`src/core/cpaer_pkg.sv`:
```
// Constants and carrier types for the cross-port error notification block.
// Assumes one switch clock and a synchronous active-high port reset.
//
// How it works
// - Each port gathers correctable and uncorrectable errors of all its functions.
// - Gathered bits follow the error condition and are not readable by software.
// - Each gathered bit stands for one specific error type.
// - The own internal error bit follows locally logged internal errors.
// - Internal errors logged from other ports never set the own internal error bit.
// - Other gathered bits follow the matching status bit of any function.
// - Functions absent in the current operating mode contribute nothing.
// - A mask selects which gathered bits may notify other ports.
// - Any unmasked gathered bit notifies every other port, setting its source flag.
// - A port never notifies itself.
// - The remote status holds one flag per switch port, indexed by source.
// - Remote flags report as correctable or uncorrectable, fatal or non-fatal.
// - Internal error logic drives local, remote and internal error status bits.
package cpaer_pkg;

    localparam int NUM_PORTS = 4;
    localparam int NUM_FUNCS = 3;
    localparam int ERR_W     = 32;
    localparam int LOC_W     = 16;
    localparam int PORT_W    = 2;

    // Bit position of the own internal error bit inside the gathered vector.
    localparam int OWN_IE_POS = 22;

    localparam logic [ERR_W-1:0]     MASK_RST   = 32'hffff_ffff;
    localparam logic [NUM_PORTS-1:0] REMOTE_RST = 4'h0;

    // Report class for remote flags.
    typedef enum logic [1:0] {
        CPAER_REP_NONE,
        CPAER_REP_CORR,
        CPAER_REP_NONFATAL,
        CPAER_REP_FATAL
    } cpaer_rep_t;

    // Error status of one function as seen by the gatherer.
    typedef struct packed {
        logic             present;
        logic [ERR_W-1:0] uncorr;
        logic [ERR_W-1:0] corr;
    } cpaer_func_t;

    // Internal error report toward the port's error reporting logic.
    typedef struct packed {
        logic corr;
        logic nonfatal;
        logic fatal;
    } cpaer_report_t;

endpackage : cpaer_pkg

```
`src/core/cpaer_port.sv`:
```
// Per-port gathering of error status and notification of other switch ports.
// Assumes peer ports drive a notify line each, indexed by port number.
`timescale 1ns/1ns
module cpaer_port (
    // Clock and reset.
    input  wire  logic                                      ref_clk,
    input  wire  logic                                      srst,
    // Identity of this port.
    input  wire  logic [cpaer_pkg::PORT_W-1:0]              port_id,
    // Function status from the port's functions.
    input  wire  cpaer_pkg::cpaer_func_t [cpaer_pkg::NUM_FUNCS-1:0] func_status,
    // Local internal error sources and software clear.
    input  wire  logic [cpaer_pkg::LOC_W-1:0]               local_err_set,
    input  wire  logic [cpaer_pkg::LOC_W-1:0]               local_err_clr,
    // Software controls.
    input  wire  logic                                      mask_wr,
    input  wire  logic [cpaer_pkg::ERR_W-1:0]               mask_wdata,
    input  wire  logic [cpaer_pkg::NUM_PORTS-1:0]           remote_clr,
    input  wire  cpaer_pkg::cpaer_rep_t                     remote_rep_sel,
    // Notifications from peers and toward peers.
    input  wire  logic [cpaer_pkg::NUM_PORTS-1:0]           peer_notify,
    output logic                                            notify_out,
    // Status and reporting.
    output logic [cpaer_pkg::ERR_W-1:0]                     port_error_notify_mask,
    output logic [cpaer_pkg::LOC_W-1:0]                     local_internal_error_status,
    output logic [cpaer_pkg::NUM_PORTS-1:0]                 remote_port_error_status,
    output cpaer_pkg::cpaer_report_t                        ie_report
);

    logic [cpaer_pkg::ERR_W-1:0]     gather_ff;
    logic [cpaer_pkg::ERR_W-1:0]     nxt_gather;
    logic [cpaer_pkg::ERR_W-1:0]     mask_ff;
    logic [cpaer_pkg::LOC_W-1:0]     local_ff;
    logic [cpaer_pkg::NUM_PORTS-1:0] remote_ff;
    logic [cpaer_pkg::NUM_PORTS-1:0] peer_in;
    logic                            notify_ff;
    cpaer_pkg::cpaer_report_t        rep_ff;

    // Drops this port's own line from a notify vector.
    function automatic logic [cpaer_pkg::NUM_PORTS-1:0] drop_self(
        input logic [cpaer_pkg::NUM_PORTS-1:0] v,
        input logic [cpaer_pkg::PORT_W-1:0]    id
    );
        logic [cpaer_pkg::NUM_PORTS-1:0] r;
        r = v;
        r[id] = 1'b0;
        return r;
    endfunction : drop_self

    // The gathered vector is combinational over the function status, one bit per error type.
    always_comb begin
        nxt_gather = '0;
        for (int f = 0; f < cpaer_pkg::NUM_FUNCS; f++) begin
            if (func_status[f].present) begin
                nxt_gather = nxt_gather | func_status[f].uncorr | func_status[f].corr;
            end
        end
        // Only locally logged internal errors drive the own internal error bit.
        nxt_gather[cpaer_pkg::OWN_IE_POS] = |local_ff;
    end

    // The gathered vector is transient and follows its sources each cycle.
    always_ff @(posedge ref_clk) begin
        if (srst) begin
            gather_ff <= '0;
        end else begin
            gather_ff <= nxt_gather;
        end
    end

    always_ff @(posedge ref_clk) begin
        if (srst) begin
            mask_ff <= cpaer_pkg::MASK_RST;
        end else if (mask_wr) begin
            mask_ff <= mask_wdata;
        end
    end

    // A set bit in the mask blocks that error from notifying.
    always_ff @(posedge ref_clk) begin
        if (srst) begin
            notify_ff <= 1'b0;
        end else begin
            notify_ff <= |(gather_ff & ~mask_ff);
        end
    end

    // Sticky local status; a new error wins over a clear in the same cycle.
    always_ff @(posedge ref_clk) begin
        if (srst) begin
            local_ff <= '0;
        end else begin
            local_ff <= (local_ff & ~local_err_clr) | local_err_set;
        end
    end

    assign peer_in = drop_self(peer_notify, port_id);

    // Remote flags are sticky per source port; set wins over clear.
    always_ff @(posedge ref_clk) begin
        if (srst) begin
            remote_ff <= cpaer_pkg::REMOTE_RST;
        end else begin
            remote_ff <= (remote_ff & ~remote_clr) | peer_in;
        end
    end

    // Any remote flag is reported in the selected class.
    always_ff @(posedge ref_clk) begin
        if (srst) begin
            rep_ff <= '0;
        end else begin
            rep_ff <= '0;
            case (remote_rep_sel)
                cpaer_pkg::CPAER_REP_CORR:     rep_ff.corr     <= |remote_ff;
                cpaer_pkg::CPAER_REP_NONFATAL: rep_ff.nonfatal <= |remote_ff;
                cpaer_pkg::CPAER_REP_FATAL:    rep_ff.fatal    <= |remote_ff;
                cpaer_pkg::CPAER_REP_NONE:     rep_ff          <= '0;
                default:                       rep_ff          <= '0;
            endcase
        end
    end

    assign notify_out                  = notify_ff;
    assign port_error_notify_mask      = mask_ff;
    assign local_internal_error_status = local_ff;
    assign remote_port_error_status    = remote_ff;
    assign ie_report                   = rep_ff;

    // Unmasked gathered error raises notify on the next edge.
    notify_follow_a: assert property (@(posedge ref_clk) disable iff (srst)
        $past(!srst) |-> (notify_out == |($past(gather_ff) & ~$past(mask_ff))))
        else $error("notify does not follow unmasked gathered errors");

    // Own notify never sets own remote flag.
    no_self_a: assert property (@(posedge ref_clk) disable iff (srst)
        (!remote_ff[port_id]) |=> !remote_ff[port_id])
        else $error("port flagged itself");

    // Peer notify sets its flag next cycle.
    remote_set_a: assert property (@(posedge ref_clk) disable iff (srst)
        peer_in[0] |=> remote_ff[0])
        else $error("remote flag not set by peer notify");

    // Flag stays until cleared.
    remote_hold_a: assert property (@(posedge ref_clk) disable iff (srst)
        (remote_ff[1] && !remote_clr[1]) |=> remote_ff[1])
        else $error("remote flag dropped without clear");

    // Absent function contributes nothing.
    absent_func_a: assert property (@(posedge ref_clk) disable iff (srst)
        (!func_status[0].present && !func_status[1].present && !func_status[2].present
         && local_ff == '0) |=> (gather_ff == '0))
        else $error("absent function set gathered bits");

    // Own internal bit tracks local status only.
    own_ie_a: assert property (@(posedge ref_clk) disable iff (srst)
        1'b1 |=> gather_ff[cpaer_pkg::OWN_IE_POS] == $past(|local_ff))
        else $error("own internal error bit mismatch");

    // Local set wins over clear.
    local_set_a: assert property (@(posedge ref_clk) disable iff (srst)
        local_err_set[0] |=> local_ff[0])
        else $error("local internal error lost");

    // Report follows selected class.
    report_class_a: assert property (@(posedge ref_clk) disable iff (srst)
        (remote_rep_sel == cpaer_pkg::CPAER_REP_FATAL && |remote_ff) |=> ie_report.fatal)
        else $error("fatal report missing");

    // Mask write lands next cycle.
    mask_write_a: assert property (@(posedge ref_clk) disable iff (srst)
        mask_wr |=> port_error_notify_mask == $past(mask_wdata))
        else $error("mask write lost");

    // Peer notify on line one sets its flag next cycle.
    remote_set1_a: assert property (@(posedge ref_clk) disable iff (srst)
        peer_in[1] |=> remote_ff[1])
        else $error("remote flag one not set by peer notify");

    // Peer notify on line two sets its flag next cycle.
    remote_set2_a: assert property (@(posedge ref_clk) disable iff (srst)
        peer_in[2] |=> remote_ff[2])
        else $error("remote flag two not set by peer notify");

    // Peer notify on line three sets its flag next cycle.
    remote_set3_a: assert property (@(posedge ref_clk) disable iff (srst)
        peer_in[3] |=> remote_ff[3])
        else $error("remote flag three not set by peer notify");

    // Flag zero stays until cleared.
    remote_hold0_a: assert property (@(posedge ref_clk) disable iff (srst)
        (remote_ff[0] && !remote_clr[0]) |=> remote_ff[0])
        else $error("remote flag zero dropped without clear");

    // Flag two stays until cleared.
    remote_hold2_a: assert property (@(posedge ref_clk) disable iff (srst)
        (remote_ff[2] && !remote_clr[2]) |=> remote_ff[2])
        else $error("remote flag two dropped without clear");

    // Flag three stays until cleared.
    remote_hold3_a: assert property (@(posedge ref_clk) disable iff (srst)
        (remote_ff[3] && !remote_clr[3]) |=> remote_ff[3])
        else $error("remote flag three dropped without clear");

    // A clear with no new notify drops the flag.
    remote_clear_a: assert property (@(posedge ref_clk) disable iff (srst)
        (remote_clr[1] && !peer_in[1]) |=> !remote_ff[1])
        else $error("remote flag not cleared");

    // The mask comes out of reset with every bit blocking.
    mask_reset_a: assert property (@(posedge ref_clk) disable iff (srst)
        $past(srst) |-> (mask_ff == cpaer_pkg::MASK_RST))
        else $error("mask reset value wrong");

    // Notify is low right after reset.
    notify_reset_a: assert property (@(posedge ref_clk) disable iff (srst)
        $past(srst) |-> !notify_out)
        else $error("notify high after reset");

    // A fully blocking mask keeps notify low.
    masked_quiet_a: assert property (@(posedge ref_clk) disable iff (srst)
        (&mask_ff) |=> !notify_out)
        else $error("masked error notified");

    // Any unmasked gathered bit raises notify.
    notify_rise_a: assert property (@(posedge ref_clk) disable iff (srst)
        (|(gather_ff & ~mask_ff)) |=> notify_out)
        else $error("unmasked error not notified");

    // An uncorrectable bit of a present function reaches the gathered vector.
    gather_bit_a: assert property (@(posedge ref_clk) disable iff (srst)
        (func_status[0].present && func_status[0].uncorr[0]) |=> gather_ff[0])
        else $error("uncorrectable error not gathered");

    // A correctable bit of a present function reaches the gathered vector.
    corr_bit_a: assert property (@(posedge ref_clk) disable iff (srst)
        (func_status[2].present && func_status[2].corr[5]) |=> gather_ff[5])
        else $error("correctable error not gathered");

    // Gathered bits fall once their sources are gone.
    gather_clear_a: assert property (@(posedge ref_clk) disable iff (srst)
        (nxt_gather == '0) |=> (gather_ff == '0))
        else $error("gathered bit outlived its source");

    // Correctable class reports any flag.
    report_corr_a: assert property (@(posedge ref_clk) disable iff (srst)
        (remote_rep_sel == cpaer_pkg::CPAER_REP_CORR && |remote_ff) |=> ie_report.corr)
        else $error("correctable report missing");

    // Non-fatal class reports any flag.
    report_nonfatal_a: assert property (@(posedge ref_clk) disable iff (srst)
        (remote_rep_sel == cpaer_pkg::CPAER_REP_NONFATAL && |remote_ff)
        |=> ie_report.nonfatal)
        else $error("non-fatal report missing");

    // No class selected means no report.
    report_none_a: assert property (@(posedge ref_clk) disable iff (srst)
        (remote_rep_sel == cpaer_pkg::CPAER_REP_NONE) |=> (ie_report == '0))
        else $error("report raised with no class selected");

    // No flag means no report.
    report_quiet_a: assert property (@(posedge ref_clk) disable iff (srst)
        (remote_ff == '0) |=> (ie_report == '0))
        else $error("report raised with no flag");

    // A clear with no new event drops the local bit.
    local_clear_a: assert property (@(posedge ref_clk) disable iff (srst)
        (local_err_clr[0] && !local_err_set[0]) |=> !local_ff[0])
        else $error("local status not cleared");

    // A local bit stays until cleared.
    local_hold_a: assert property (@(posedge ref_clk) disable iff (srst)
        (local_ff[3] && !local_err_clr[3]) |=> local_ff[3])
        else $error("local status dropped without clear");

    // Remote flags alone never raise the own internal error bit.
    own_ie_quiet_a: assert property (@(posedge ref_clk) disable iff (srst)
        (local_ff == '0) |=> !gather_ff[cpaer_pkg::OWN_IE_POS])
        else $error("own internal error bit set without local error");

endmodule : cpaer_port

```
`config.mk`:
```
export PLATFORM = sky130hd
export DESIGN_NAME = cpaer_port
export DESIGN_NICKNAME = d
export VERILOG_FILES = /design/src/core/cpaer_pkg.sv /design/src/core/cpaer_port.sv
export SDC_FILE = /design/constraint.sdc
export NUM_CORES = 1
export LEC_CHECK = 0
export ABC_AREA = 1
export BUFFER_PORTS_ARGS = -buffer_cell sky130_fd_sc_hd__buf_2
export CAP_MARGIN = 20
export CORE_AREA = 2 2 128 130
export CTS_CLUSTER_SIZE = 30
export DETAILED_ROUTE_END_ITERATION = 6
export DIE_AREA = 0 0 130 132
export GPL_ROUTABILITY_DRIVEN = 0
export SLEW_MARGIN = 20
export SYNTH_ARGS = -nofsm -noshare
export SYNTH_HDL_FRONTEND = slang
export SYNTH_SLANG_ARGS = --single-unit
```
`constraint.sdc`:
```
create_clock -name ref_clk -period 1 [get_ports ref_clk]
set_clock_uncertainty 0.1 [all_clocks]
set_input_delay 0.1 -clock ref_clk [delete_from_list [all_inputs] [get_ports ref_clk]]
set_output_delay 0.1 -clock ref_clk [all_outputs]
set_load 0.01 [all_outputs]
```
* Yosys cells after proc, flatten, opt, wreduce, memory -nomap -nowiden *
Cells that the tools add are included.

storage, ports and cells
  flip-flop bits (word level) = 88
  word-level logic and storage cells = 43

cells by class
  order comparisons = 2
  equality and inequality tests = 3
  mux-type cells = 5
  bitwise logic cells = 18
  reductions and logical operators = 7

operators by type and width
  operator                                                            number
  bitwise OR 32 bit                                                   5
  2-to-1 mux 32 bit                                                   3
  AND 32 bit                                                          1
  NOT 32 bit                                                          1
  OR reduction 32 bit                                                 1
  AND 16 bit                                                          1
  NOT 16 bit                                                          1
  bitwise OR 16 bit                                                   1
  OR reduction 16 bit                                                 1
  AND 4 bit                                                           2
  NOT 4 bit                                                           2
  OR reduction 2 bit                                                  3
  equality test 2 bit (second input constant)                         2
  bitwise OR 4 bit                                                    1
  OR reduction 4 bit                                                  1
  less-than comparator 2 x 3 -> 1 bit (second input constant)         1
  NOT 1 bit                                                           3
  demux 1 bit (select 2 bit)                                          1
  equality test 2 x 1 -> 1 bit (second input constant)                1
  greater-or-equal comparator 2 x 1 -> 1 bit (second input constant)  1
  logical AND 1 bit                                                   1
  2-to-1 mux 1 bit                                                    1

* Depth between registers and ports, before layout *
  word-level depth = 8
  depth in mapped cells = 7
  depth with buffers taken out = 7

* Worst setup path before layout *
OpenSTA, ideal clock, no wires.

  path type = reg-to-reg
  start = register mask_ff (netlist bit port_error_notify_mask[21])
  end = register notify_ff (netlist: notify_out)
  setup time = 119 ps
  arrival time = 787 ps
  data required time = 781 ps
  path slack = -6 ps
  cell stages (with the launch flop) = 8
  buffers on the path = 0
  cell sequence = dfxtp_1 -> inv_1 -> nand2_1 -> o21ai_0 -> nor2_1 -> nand2_1 -> nor2_1 -> a21oi_1

between the ends
  word-level cells in the longest chain between the ends = 3

RTL lines
  element                   RTL line          text
  start: declaration        cpaer_port.sv:32  logic [cpaer_pkg::ERR_W-1:0] mask_ff;
  start signal: assignment  cpaer_port.sv:73  mask_ff <= cpaer_pkg::MASK_RST;
  start signal: assignment  cpaer_port.sv:75  mask_ff <= mask_wdata;
  NOT 32 bit                cpaer_port.sv:84  notify_ff <= |(gather_ff & ~mask_ff);
  AND 32 bit                cpaer_port.sv:84
  OR reduction 32 bit       cpaer_port.sv:84
  end signal: assignment    cpaer_port.sv:84
  end: declaration          cpaer_port.sv:36  logic notify_ff;

No other way between the ends.
A chain may end at the register's enable or synchronous reset.

* Worst setup path in the final report *
  start = register local_ff (netlist bit local_internal_error_status[15])
  end = output port local_internal_error_status[15] in the netlist's numbering

RTL lines
  element                   RTL line          text
  start: declaration        cpaer_port.sv:33  logic [cpaer_pkg::LOC_W-1:0] local_ff;
  start signal: assignment  cpaer_port.sv:93  local_ff <= (local_ff & ~local_err_clr) | local_err_set;
  end: declaration          cpaer_port.sv:25  output logic [cpaer_pkg::LOC_W-1:0] local_internal_error_status,

No word-level cell between the ends.

==> results.json <==
{
  "finalCriticalPeriod_ns": 1.10,
  "whs_ns": -0.0162,
  "layout.cells.non_filler": 1175,
  "syn_area_sq_um": 3870,
  "cpPeakStageDelay_ns": 0.34,
  "finalHoldViolations": 1,
  "rrSetupSlack_ns": -0.06,
  "synth_mux_area_share_pct": 0,
  "maxSlewHeadroom_pct": 79.6,
  "grt_max_degree": 31,
  "dp_cells": 1071,
  "power_mw": 10.1,
  "crit_type": "flip-flop to primary output",
  "die_w_microns": 130,
  "outcome": "finished, violations left",
  "ys_ff_latch": 88,
  "cts-root-buf": "clkbuf_16",
  "rows": 46,
  "postSynthNetCount": 802,
  "yosys_warnings": 0,
  "htree_levels": 3,
  "synthTopCellsByArea": "dfxtp_1 (46%), o21ai_0 (13%), inv_1 (8.6%)",
  "crit_family": "flip-flops",
  "initial_utilization_pct": 24.6,
  "power_switching_mw": 2.50,
  "seqPwrFrac_pct": 39.0,
  "area_growth_pct": 97.1,
  "seq_area_frac_synth_pct": 45.5,
  "ys_types": 19,
  "hold_class": "input pin to flip-flop",
  "synth_common_cells": "o21ai_0 (97), inv_1 (89), dfxtp_1 (88), nor2_1 (58), nand2_1 (55)",
  "route.vias.total": 5208,
  "cap_violations": 0,
  "drt_iter0_markers": 240,
  "pwr-share-comb_pct": 22.5,
  "synthAdderAreaFrac_pct": 0,
  "r2r-start": "port_error_notify_mask[27]",
  "synth_most_common_cell": "o21ai_0",
  "core_sq_um": 15700,
  "overflow": 0,
  "path_depth": 2,
  "dpl_worst_slack_ns": -0.185,
  "rsz0062_at_grt": "true",
  "timing.final.ws_setup_ns": -0.101,
  "first_pass_iters": 5,
  "drtAntennaViolNets": 0,
  "power_density_nw_per_um2": 1320,
  "startpoint": "local_internal_error_status[15]",
  "finalNetCount": 1226,
  "netSwitchingFraction_pct": 24.7,
  "syn_inst": 528,
  "synth_top_family_by_area": "compound AO/OA/AOI/OAI gates",
  "ios": 330,
  "synth_top_cell_area_share_pct": 45.5,
  "synth-compound-area-share_pct": 27.4,
  "io_buffers": 323,
  "violations": "negative hold slack, negative setup slack",
  "cp-start-kind": "flip-flop",
  "p_int_mw": 7.59,
  "die_area_sq_um": 17200,
  "synthArstFlopShare_pct": 0,
  "die_h_microns": 132,
  "drive_gt1_share_pct": 47.8,
  "leakagePower_nw": 3.93,
  "min_period_over_period_pct": 110,
  "grt_pass1_vias": 5262,
  "cts_max_path_buffers": 2,
  "insertion_delay_ns": 0.34,
  "routedWlPerCell_microns": 15.1,
  "drcViolationCount": 0,
  "ys.flop_type": "dfxtp_1",
  "cts.sinks": 88,
  "postSynthAreaPerCell_sq_um": 7.33,
  "cts_buffers": 9,
  "slowest_stage": "dfxtp_2",
  "r2r_end": "notify_out",
  "ff2ff_path_depth": 7,
  "setup_viol": 25,
  "synth_top_cell_by_area": "dfxtp_1",
  "worst_path_most_repeated_cell": "buf_6",
  "wirelength_mm": 17.7,
  "synth_edf_count": 0,
  "worst_setup_path_end_kind": "primary output",
  "worst_pin_slew_ns": 0.303,
  "finalSetupTns_ns": -1.56,
  "peakVddDrop_uv": 938,
  "crit_path_max_fanout": 2,
  "cts.reportedPaths.clkPinSlew_ns": 0.07,
  "slew_viol_final": 0,
  "hpwl_mm": 13.1,
  "cp-endpoint": "local_internal_error_status[15]",
  "vias_per_cell": 4.43,
  "grt_pass1_wl_mm": 26.8,
  "required_ns": 0.80,
  "antenna_found_initial": 3,
  "synth_xor_area_share_pct": 0,
  "clockPowerShare_pct": 38.6,
  "grt_usage_pct": 20.4,
  "synth-simple-area-share_pct": 14.2,
  "cp.arrival_ns": 0.90,
  "path_buf_inv": 2,
  "fmax_mhz": 908,
  "cts_tree": "done",
  "crit_chain": "buf_6 > buf_6"
}
## layer usage
| layer | routed length [microns] | GRT usage (%) |
|---|---|---|
| met4 | 675 | 10.6 |
| met5 | 0 | 0 |
| met1 | 7250 | 24.7 |
| met2 | 8740 | 33.8 |
| met3 | 1070 | 4.10 |
## worst min-delay path, cell delays in order
cell,delay [ns]
buf_2,0.07
o21ai_1,0.06
nand3_1,0.07
nand2_1,0.05
inv_1,0.04
## flip-flops by register name (all words and copies together), names as in the netlist
name and cells:
port_error_notify_mask 32, ie_report 3, local_internal_error_status 16, notify_out 1, remote_port_error_status 4, gather_ff 32
## worst min-delay path by stage
stage                            startpoint             to  slack (ns)  depth (start not counted)
after detailed placement  remote_rep_sel[1]   ie_report[2]        0.20                          2
after CTS                  func_status[117]  gather_ff[20]      0.0003                          5
after floorplan           remote_rep_sel[1]   ie_report[2]        0.07                          1
after global routing       func_status[117]  gather_ff[20]       0.008                          5
final                      func_status[117]  gather_ff[20]       -0.02                          5
after global placement    remote_rep_sel[1]   ie_report[2]        0.20                          2
## stage by stage
step / util (%) / area [sq um]
CTS: 47.7 / 7500
global placement: 37.7 / 5930
global route: 48.5 / 7630
floorplan: - / 3870
finish: 48.5 / 7630
detailed placement: 37.7 / 5930
## area by class of cell
cell class | instances | area, sq um
clock buffer | 11 | 243
inverter | 90 | 338
clock inverter | 5 | 104
timing repair buffer | 438 | 3170
fill | 1478 | 8090
antenna | 2 | 5.00
multi-input combinational | 325 | 1670
sequential | 88 | 1830
tap | 216 | 270
## repair_timing
item,in CTS,in global routing
buffers inserted,1,6
hold buffers,79,0
pin swaps,6,17
gates resized for setup,119,40
gates cloned,0,0
hold endpoints to repair,56,0
setup endpoints to repair,55,56
## layout by cell type, fill, tap and decap left out, drive strengths merged
cell type and count:
a21oi 34, a31o 28, buf 359, bufinv 3, clkbuf 11, clkinv 3, dfxtp 88, diode 2
dlygate4sd3 79, inv 89, nand2 55, nand3 10, nand4 4, nor2 58, nor3 1, nor4 2
o21ai 129, or2 4
## power groups by stage
stage                     registers [mW]  clock network (mW)  logic [mW]
final                               3.93                3.89        2.26
after global routing                3.95                4.16        2.47
after CTS                           3.92                4.00        2.17
after detailed placement            3.94                   0        1.73
after global placement              3.94                   0        1.73
after floorplan                     4.00                   0       0.637
## kinds of logic (layout without fill, tap and decap cells)
| family | after synthesis | after routing |
|---|---|---|
| buf+inv | 115 | 544 |
| other cells | 0 | 2 |
| compound gates | 191 | 191 |
| simple gates | 134 | 134 |
| flops | 88 | 88 |
Power figures use the tool's default switching activity.
